<file path="config.mk">
export PLATFORM = sky130hd
export DESIGN_NAME = bldsf_top
export DESIGN_NICKNAME = d
export VERILOG_FILES = /design/src/verilog/bldsf_pkg.sv /design/src/verilog/bldsf_decode.sv /design/src/verilog/bldsf_top.sv
export SDC_FILE = /design/constraint.sdc
export NUM_CORES = 1
export LEC_CHECK = 0
export BUFFER_PORTS_ARGS = -buffer_cell sky130_fd_sc_hd__buf_4
export CORE_MARGIN = 3
export CORE_UTILIZATION = 30
export CTS_BUF_LIST = sky130_fd_sc_hd__clkbuf_2 sky130_fd_sc_hd__clkbuf_4 sky130_fd_sc_hd__clkbuf_8
export DETAILED_ROUTE_END_ITERATION = 7
export PLACE_DENSITY_LB_ADDON = 0.3
export SLEW_MARGIN = 20
export SYNTH_ARGS = -nofsm -noshare
export SYNTH_HDL_FRONTEND = slang
export SYNTH_SLANG_ARGS = --single-unit
</file>
<file path="constraint.sdc">
create_clock -name clk -period 1.9 [get_ports clk]
set_input_delay 0.095 -clock clk [delete_from_list [all_inputs] [get_ports clk]]
set_output_delay 0.095 -clock clk [all_outputs]
set_load 0.03 [all_outputs]
</file>
<file path="src/verilog/bldsf_pkg.sv">
// Purpose: constants for the legacy decode and system-error forwarding block
// Assumes: 32-bit addresses on both sides of the bridge
// Notes: all figures shared by the decode leaf and the top live here
package bldsf_pkg;
    // display memory hole, inclusive bounds
    localparam logic [31:0] BLDSF_VGA_MEM_LO = 32'h000A_0000;
    localparam logic [31:0] BLDSF_VGA_MEM_HI = 32'h000B_FFFF;
    // display i/o ports, low ten address bits, inclusive bounds
    localparam logic [9:0] BLDSF_VGA_IO1_LO = 10'h3B0;
    localparam logic [9:0] BLDSF_VGA_IO1_HI = 10'h3BB;
    localparam logic [9:0] BLDSF_VGA_IO2_LO = 10'h3C0;
    localparam logic [9:0] BLDSF_VGA_IO2_HI = 10'h3DF;
    // upper half of the i/o address must be zero (first 64 KB)
    localparam logic [15:0] BLDSF_IO_HI_ZERO = 16'h0000;
    // isa alias: offsets 0x100..0x3FF in each 1 KB block, i.e. bits 9:8 nonzero
    localparam logic [1:0] BLDSF_ISA_LOW_QTR = 2'h0;
    // control bit reset values
    localparam logic BLDSF_CTL_RST = 1'b0;
    // message severity codes on the error message port
    typedef enum logic {BLDSF_SEV_NONFATAL, BLDSF_SEV_FATAL} bldsf_sev_t;
    // error forwarding states
    typedef enum logic [1:0] {BLDSF_ERR_IDLE, BLDSF_ERR_SEND, BLDSF_ERR_HOLD} bldsf_err_st_t;
endpackage

</file>
<file path="src/verilog/bldsf_decode.sv">
// Purpose: address classification for display and isa alias ranges
// Assumes: address is the full 32-bit request address
// Notes: pure combinational leaf, used for both directions
`timescale 1ns/1ps
module bldsf_decode
    import bldsf_pkg::*;
(
    input wire logic [31:0] addr,
    input wire logic is_io,
    output logic vga_hit,
    output logic isa_alias
);
    // display i/o match on the low ten bits only
    function automatic logic io_port_hit(input logic [9:0] a);
        io_port_hit = ((a >= BLDSF_VGA_IO1_LO) && (a <= BLDSF_VGA_IO1_HI))
                   || ((a >= BLDSF_VGA_IO2_LO) && (a <= BLDSF_VGA_IO2_HI));
    endfunction

    logic low64k; // address within first 64 KB of i/o space

    // classification
    always_comb begin
        low64k = (addr[31:16] == BLDSF_IO_HI_ZERO);
        if (is_io) begin
            // bits 15:10 ignored so every alias matches
            vga_hit = low64k && io_port_hit(addr[9:0]);
        end else begin
            vga_hit = (addr >= BLDSF_VGA_MEM_LO) && (addr <= BLDSF_VGA_MEM_HI);
        end
        // top 768 bytes of a 1 KB block, first 64 KB only
        isa_alias = is_io && low64k && (addr[9:8] != BLDSF_ISA_LOW_QTR);
    end
endmodule // bldsf_decode

</file>
<file path="src/verilog/bldsf_top.sv">
// Purpose: forwarding qualification for legacy display and isa aliased
//          addresses, and conversion of secondary system errors to messages
// Assumes: window comparators and command enables are computed elsewhere
// Notes: decisions are registered one cycle after the request strobe
//
// How it works
// - display memory hole forwarded downstream when enabled
// - display i/o ports forwarded downstream when enabled
// - display i/o needs high bits zero, aliases
// - display ranges never forwarded upstream when enabled
// - display forwarding ignores isa bit and windows
// - display forwarding gated by space enables
// - display disabled: forward only inside windows
// - alias filter only inside window, first 64k
// - filter on: block downstream alias addresses
// - filter on: forward upstream alias addresses
// - filter off: forward whole i/o window
// - pin asserted and enabled: send error message
// - aer mask must be clear to forward
// - enable clear: forward only if unmasked
`timescale 1ns/1ps
module bldsf_top
    import bldsf_pkg::*;
(
    input wire logic clk,
    input wire logic arst_n,
    // software control writes
    input wire logic ctl_wr,
    input wire logic vga_fwd_en_wdata,
    input wire logic isa_alias_filter_en_wdata,
    input wire logic sys_err_fwd_en_wdata,
    output logic vga_fwd_en,
    output logic isa_alias_filter_en,
    output logic sys_err_fwd_en,
    // context from the rest of the bridge
    input wire logic io_space_en,
    input wire logic mem_space_en,
    input wire logic aer_supported,
    input wire logic sec_serr_mask,
    input wire logic serr_fatal_sel,
    // request to qualify
    input wire logic req_valid,
    input wire logic req_upstream,
    input wire logic req_is_io,
    input wire logic [31:0] req_addr,
    input wire logic in_io_window,
    input wire logic in_mem_window,
    output logic fwd_valid,
    output logic fwd_accept,
    // secondary error pin, active low
    input wire logic secondary_sys_err_pin_n,
    // error message request to the link layer
    output logic err_msg_valid,
    output logic err_msg_fatal,
    input wire logic err_msg_ready
);
    ////////////////////////////////////////////////////////////////////
    // control bits
    logic vga_r, vga_nxt;
    logic isa_r, isa_nxt;
    logic serr_r, serr_nxt;

    // software writes all three at once
    always_comb begin
        vga_nxt = vga_r;
        isa_nxt = isa_r;
        serr_nxt = serr_r;
        if (ctl_wr) begin
            vga_nxt = vga_fwd_en_wdata;
            isa_nxt = isa_alias_filter_en_wdata;
            serr_nxt = sys_err_fwd_en_wdata;
        end
    end

    // reset to cleared
    always_ff @(posedge clk or negedge arst_n) begin
        if (!arst_n) begin
            vga_r <= BLDSF_CTL_RST;
            isa_r <= BLDSF_CTL_RST;
            serr_r <= BLDSF_CTL_RST;
        end else begin
            vga_r <= vga_nxt;
            isa_r <= isa_nxt;
            serr_r <= serr_nxt;
        end
    end

    // outputs straight from the registers, no decode behind them
    assign vga_fwd_en = vga_r;
    assign isa_alias_filter_en = isa_r;
    assign sys_err_fwd_en = serr_r;

    ////////////////////////////////////////////////////////////////////
    // forwarding decision
    logic vga_hit; // request lands in a display range
    logic isa_alias; // request is an isa alias address
    logic space_ok; // matching command space enable
    logic accept_c; // combinational decision
    logic fv_r, fv_nxt;
    logic fa_r, fa_nxt;

    // decode leaf shared by both directions
    bldsf_decode bldsf_decode_i (
        .addr(req_addr),
        .is_io(req_is_io),
        .vga_hit(vga_hit),
        .isa_alias(isa_alias)
    );

    // decision priority: display rules first, then windows with alias filter
    always_comb begin
        space_ok = req_is_io ? io_space_en : mem_space_en;
        accept_c = 1'b0;
        if (!req_upstream) begin
            if (vga_r && vga_hit) begin
                // windows and isa bit play no part here
                accept_c = space_ok;
            end else if (req_is_io) begin
                // alias filter only bites inside the window
                if (isa_r && isa_alias && in_io_window) begin
                    accept_c = 1'b0;
                end else begin
                    accept_c = in_io_window && io_space_en;
                end
            end else begin
                accept_c = in_mem_window && mem_space_en;
            end
        end else begin
            // upstream: claim what is not ours below
            if (vga_r && vga_hit) begin
                accept_c = 1'b0;
            end else if (req_is_io) begin
                // filtered aliases go up even inside the window
                accept_c = !in_io_window || (isa_r && isa_alias);
            end else begin
                accept_c = !in_mem_window;
            end
        end
        fv_nxt = req_valid;
        fa_nxt = req_valid && accept_c;
    end

    // registered decision, one cycle after the request
    always_ff @(posedge clk or negedge arst_n) begin
        if (!arst_n) begin
            fv_r <= 1'b0;
            fa_r <= 1'b0;
        end else begin
            fv_r <= fv_nxt;
            fa_r <= fa_nxt;
        end
    end

    // decision shows for exactly one cycle
    assign fwd_valid = fv_r;
    assign fwd_accept = fa_r;

    ////////////////////////////////////////////////////////////////////
    // secondary system error forwarding
    bldsf_err_st_t st_r, st_nxt;
    logic fatal_r, fatal_nxt;
    logic serr_allow; // forwarding permitted right now
    logic serr_act; // pin asserted

    // one message per assertion; hold until the pin releases so a long
    // low level does not flood the link
    always_comb begin
        serr_act = !secondary_sys_err_pin_n;
        // mask clear under aer may forward even with enable off
        serr_allow = aer_supported ? (!sec_serr_mask) : serr_r;
        st_nxt = st_r;
        fatal_nxt = fatal_r;
        case (st_r)
            BLDSF_ERR_IDLE: begin
                if (serr_act && serr_allow) begin
                    st_nxt = BLDSF_ERR_SEND;
                    // severity selectable only with aer
                    fatal_nxt = aer_supported && serr_fatal_sel;
                end
            end
            BLDSF_ERR_SEND: begin
                if (err_msg_ready) begin
                    st_nxt = BLDSF_ERR_HOLD;
                end
            end
            BLDSF_ERR_HOLD: begin
                // rearm only once the pin has released
                if (!serr_act) begin
                    st_nxt = BLDSF_ERR_IDLE;
                end
            end
            default: begin
                st_nxt = BLDSF_ERR_IDLE;
            end
        endcase
    end

    // error state registers
    always_ff @(posedge clk or negedge arst_n) begin
        if (!arst_n) begin
            st_r <= BLDSF_ERR_IDLE;
            fatal_r <= 1'b0;
        end else begin
            st_r <= st_nxt;
            fatal_r <= fatal_nxt;
        end
    end

    // valid comes from the state alone, so it cannot glitch with the pin
    assign err_msg_valid = (st_r == BLDSF_ERR_SEND);
    assign err_msg_fatal = fatal_r;

    ////////////////////////////////////////////////////////////////////
    // checks
    // decisions are looked at one edge after the request that caused them
    ctl_reset_a: assert property (@(posedge clk)
        $rose(arst_n) |-> !vga_r && !isa_r && !serr_r)
        else $error("control bits not cleared by reset");

    ctl_write_a: assert property (@(posedge clk) disable iff (!arst_n)
        ctl_wr |=> (vga_fwd_en == $past(vga_fwd_en_wdata))
                   && (isa_alias_filter_en == $past(isa_alias_filter_en_wdata))
                   && (sys_err_fwd_en == $past(sys_err_fwd_en_wdata)))
        else $error("control write not stored");

    vga_down_a: assert property (@(posedge clk) disable iff (!arst_n)
        req_valid && !req_upstream && vga_r && vga_hit && space_ok |=> fwd_accept)
        else $error("display request not forwarded");

    vga_space_a: assert property (@(posedge clk) disable iff (!arst_n)
        req_valid && req_is_io && !io_space_en && !req_upstream |=> !fwd_accept)
        else $error("i/o forwarded with space disabled");

    vga_up_a: assert property (@(posedge clk) disable iff (!arst_n)
        req_valid && req_upstream && vga_r && vga_hit |=> fwd_valid && !fwd_accept)
        else $error("display range forwarded upstream");

    vga_off_a: assert property (@(posedge clk) disable iff (!arst_n)
        req_valid && !req_upstream && !vga_r && !req_is_io && !in_mem_window
        |=> !fwd_accept)
        else $error("memory outside window forwarded");

    isa_block_a: assert property (@(posedge clk) disable iff (!arst_n)
        req_valid && !req_upstream && isa_r && isa_alias && in_io_window
        && !(vga_r && vga_hit) |=> !fwd_accept)
        else $error("isa alias forwarded downstream");

    isa_up_a: assert property (@(posedge clk) disable iff (!arst_n)
        req_valid && req_upstream && isa_r && isa_alias && !(vga_r && vga_hit)
        |=> fwd_accept)
        else $error("isa alias not forwarded upstream");

    isa_off_a: assert property (@(posedge clk) disable iff (!arst_n)
        req_valid && !req_upstream && !isa_r && req_is_io && in_io_window
        && io_space_en |=> fwd_accept)
        else $error("window i/o not forwarded");

    serr_send_a: assert property (@(posedge clk) disable iff (!arst_n)
        (st_r == BLDSF_ERR_IDLE) && !secondary_sys_err_pin_n && serr_allow
        |=> err_msg_valid)
        else $error("error message not raised");

    serr_block_a: assert property (@(posedge clk) disable iff (!arst_n)
        (st_r == BLDSF_ERR_IDLE) && !aer_supported && !serr_r |=> !err_msg_valid)
        else $error("error forwarded while disabled");

    serr_mask_a: assert property (@(posedge clk) disable iff (!arst_n)
        (st_r == BLDSF_ERR_IDLE) && aer_supported && sec_serr_mask |=> !err_msg_valid)
        else $error("masked error forwarded");

    isa_high_a: assert property (@(posedge clk) disable iff (!arst_n)
        req_valid && !req_upstream && req_is_io && isa_r && in_io_window && io_space_en
        && (req_addr[31:16] != BLDSF_IO_HI_ZERO) |=> fwd_accept)
        else $error("i/o above first 64k filtered");

    vga_alias_a: assert property (@(posedge clk) disable iff (!arst_n)
        req_valid && !req_upstream && req_is_io && vga_r && io_space_en
        && (req_addr[31:16] == BLDSF_IO_HI_ZERO) && (req_addr[9:0] == BLDSF_VGA_IO2_LO)
        |=> fwd_accept)
        else $error("display i/o alias not forwarded");

    msg_hold_a: assert property (@(posedge clk) disable iff (!arst_n)
        err_msg_valid && !err_msg_ready |=> err_msg_valid && $stable(err_msg_fatal))
        else $error("error message dropped before taken");

    msg_once_a: assert property (@(posedge clk) disable iff (!arst_n)
        err_msg_valid && err_msg_ready |=> !err_msg_valid)
        else $error("error message repeated");

    // covers of the main scenarios
    vga_fwd_c: cover property (@(posedge clk) disable iff (!arst_n)
        req_valid && vga_r && vga_hit && !req_upstream ##1 fwd_accept);
    isa_blk_c: cover property (@(posedge clk) disable iff (!arst_n)
        req_valid && isa_r && isa_alias && in_io_window && !req_upstream ##1 !fwd_accept);
    serr_msg_c: cover property (@(posedge clk) disable iff (!arst_n)
        err_msg_valid && err_msg_ready ##1 (st_r == BLDSF_ERR_HOLD));
    isa_up_c: cover property (@(posedge clk) disable iff (!arst_n)
        req_valid && req_upstream && isa_r && isa_alias ##1 fwd_accept);
    fatal_msg_c: cover property (@(posedge clk) disable iff (!arst_n)
        err_msg_valid && err_msg_fatal && err_msg_ready);
endmodule // bldsf_top

</file>
==> metrics.txt <==
outcome=complete, no violations; commonest cells after routing, fill and taps aside=buf_4 (48), dfrtp_1 (8), nor2_1 (6); Clock Sinks=8; Die Span Y=46.5 um; H-Tree Depth=1; vias per inst=4.88; syn_nets=102; GPL Wtd Cong=0.617; Synth cell types=24; mapped cell area=493 sq um; TritonCTS Buffers=3; First DRT Iteration DRCs=5; CP Data Required Time=2.03 ns; most heavily used metal layer in global routing=met2; antenna cells=0; hpwl dp=1240 um; share of post-route cells with drive strength above 1=54.3%; first-pass GRT wire length=2240 um; Chip Width=46.5 um; grt met2 use=26.1%; drt wl/cell=11.5 um; cell area power density=593 mW/mm^2; Worst Skew=0.00885 ns; Slew HR=82.5%; Routed WL=1390 um; commonest non-fill, non-tap cell in the layout=buf_4; final core utilization=60.1%; worst-skew pair later-pin latency=0.25 ns; sequential fraction of the synthesis area=40.6%; CP Capture Type=flip-flop; M3 GR Usage=3.91%; Fin Hold WS=0.0735 ns; Die Area=0.00217 sq mm; total iterations of the first detailed-routing run=2; Congestion Overflow GR=0; CP max-delay cell=or4b_1; gr usage total=14.8%; Worst-Margin Slew=0.258 ns; Initial Utilization=32.3%; Synth Register Bits=8; initial antenna violation count=0; Final ANT Viol Nets=0; setup TNS=0 ns; fin worst setup slack=0.642 ns; YS warnings=0; fin. max-slew vios=0; CTS root buffer=clkbuf_4; Synth top area share=40.6%; Worst Setup Start Kind=primary input; Fmax achieved=0.795 GHz; Max-Cap Viols=0; vias in the first global route=559; post-synth top area cell=dfrtp_1; Synth Instances=52; RSZ-0062 raised after global routing=no; VDD IR max=0.000270 V; Area growth, synth to finish=85.8%; worst hold path type=in -> reg; Placed Instances=116; input/output buffers=48; Worst EP arrival=1.38 ns; Gates resized, CTS repair=0; critical path's largest stage delay=0.55 ns; largest net degree at the start of global routing=9; Tmin final=1.26 ns; largest driver fanout on the critical path=2; Hold Vio Cnt, Final=0; Placement Setup Slack=0.387 ns; critical path type=in -> reg; GR Layer Usage met1=14.8%; vias after detailed routing=590; Remaining DRCs=0; Nets=157; Critical Path, Cell by Cell=buf_4 > or4b_1 > a211oi_2 > o211ai_1 > mux2_4; Finished Layout Cells=121; core area=0.00152 sq mm; period utilization=66.2%; Ports=57; Avg Inst Size Synth=9.48 sq um; CTS Buffer Depth=2; Clock transition at path regs=0.06 ns; P_leak=0.451 nW; Final setup violation count=0; Synth area leaders=dfrtp_1 (41%), mux2_2 (9.1%), nor2_1 (4.6%); CTS tree=yes; Rows=14
==> cell usage after synthesis (all sizes together) <==
| master | number |
|---|---|
| nand2 | 5 |
| o21ai | 3 |
| a211o | 1 |
| or4b | 1 |
| inv | 1 |
| dfrtp | 8 |
| and4 | 1 |
| o211ai | 1 |
| nor4b | 1 |
| nor2 | 6 |
| nor3 | 2 |
| mux2 | 5 |
| nand3 | 3 |
| a211oi | 1 |
| and3b | 1 |
| nand2b | 3 |
| nand4b | 1 |
| o2bb2ai | 1 |
| nor3b | 1 |
| a21oi | 2 |
| nor2b | 1 |
| mux2i | 1 |
| nor4 | 2 |
==> sequential cells by signal (all words and copies together), names as in the netlist <==
register             count
sys_err_fwd_en           1
vga_fwd_en               1
err_msg_fatal            1
fwd_valid                1
fwd_accept               1
isa_alias_filter_en      1
st_r                     2
==> per-layer routing <==
layer	vias up	routed length (um)
met2	27	748
met1	261	496
met5	-	0
met4	0	0
met3	0	146
li1	302	-
==> cells by family (layout without fill, tap and decap cells) <==
family | Yosys count | after routing | share of synthesized area [%]
buf+inv | 1 | 54 | 0.761
simple gates | 28 | 28 | 31.7
flops | 8 | 8 | 40.6
compound gates | 9 | 9 | 12.7
mux | 6 | 6 | 14.2
==> final timing paths <==
check / depth (start not counted) / to / slack, ns / startpoint
worst max-delay path: 5 / fwd_accept$_DFF_PN0_ / 0.64 / req_addr[16]
worst min register to register: 1 / st_r[0]$_DFFE_PN0P_ / 0.47 / st_r[1]$_DFFE_PN0P_
worst min-delay path: 3 / st_r[1]$_DFFE_PN0P_ / 0.07 / err_msg_ready
max in group asynchronous: 2 / err_msg_fatal$_DFFE_PN0P_ / 1.57 / arst_n
worst max register to register: 5 / fwd_accept$_DFF_PN0_ / 0.75 / isa_alias_filter_en$_DFFE_PN0P_
min in group asynchronous: 2 / st_r[1]$_DFFE_PN0P_ / 0.19 / arst_n
==> what timing repair did <==
| item | CTS | global route |
|---|---|---|
| hold endpoints to repair | 9 | 0 |
| hold buffers | 2 | 0 |
| buffers inserted | 0 | 0 |
==> worst max-delay path: cells and delay by family <==
kind | cells | cell delay (ns)
muxes | 1 | 0.30
AOI/OAI and AO/OA | 2 | 0.33
buffers and inverters | 1 | 0.11
and+or+nand+nor | 1 | 0.55
==> power by group <==
part	leakage [nW]	switching, mW	internal (mW)	total (mW)
combinational	0.339	0.0923	0.113	0.205
sequential	0.0989	0.0168	0.195	0.212
clock	0.0138	0.0543	0.0721	0.126
total	0.451	0.163	0.380	0.543
==> cell type report <==
class / instances / area (sq um)
Sequential cell: 8 / 200
Tap cell: 16 / 20.0
Clock buffer: 3 / 22.5
Multi-Input combinational cell: 43 / 289
Inverter: 1 / 3.75
Timing Repair Buffer: 50 / 380
Fill cell: 146 / 608
==> per-stage QoR <==
stage	cell area (sq um)	total power [mW]
floorplan	493	0.303
global placement	873	0.414
detailed placement	873	0.419
CTS	916	0.551
global route	916	0.583
finish	916	0.543
(Power assumes the default switching activity.)
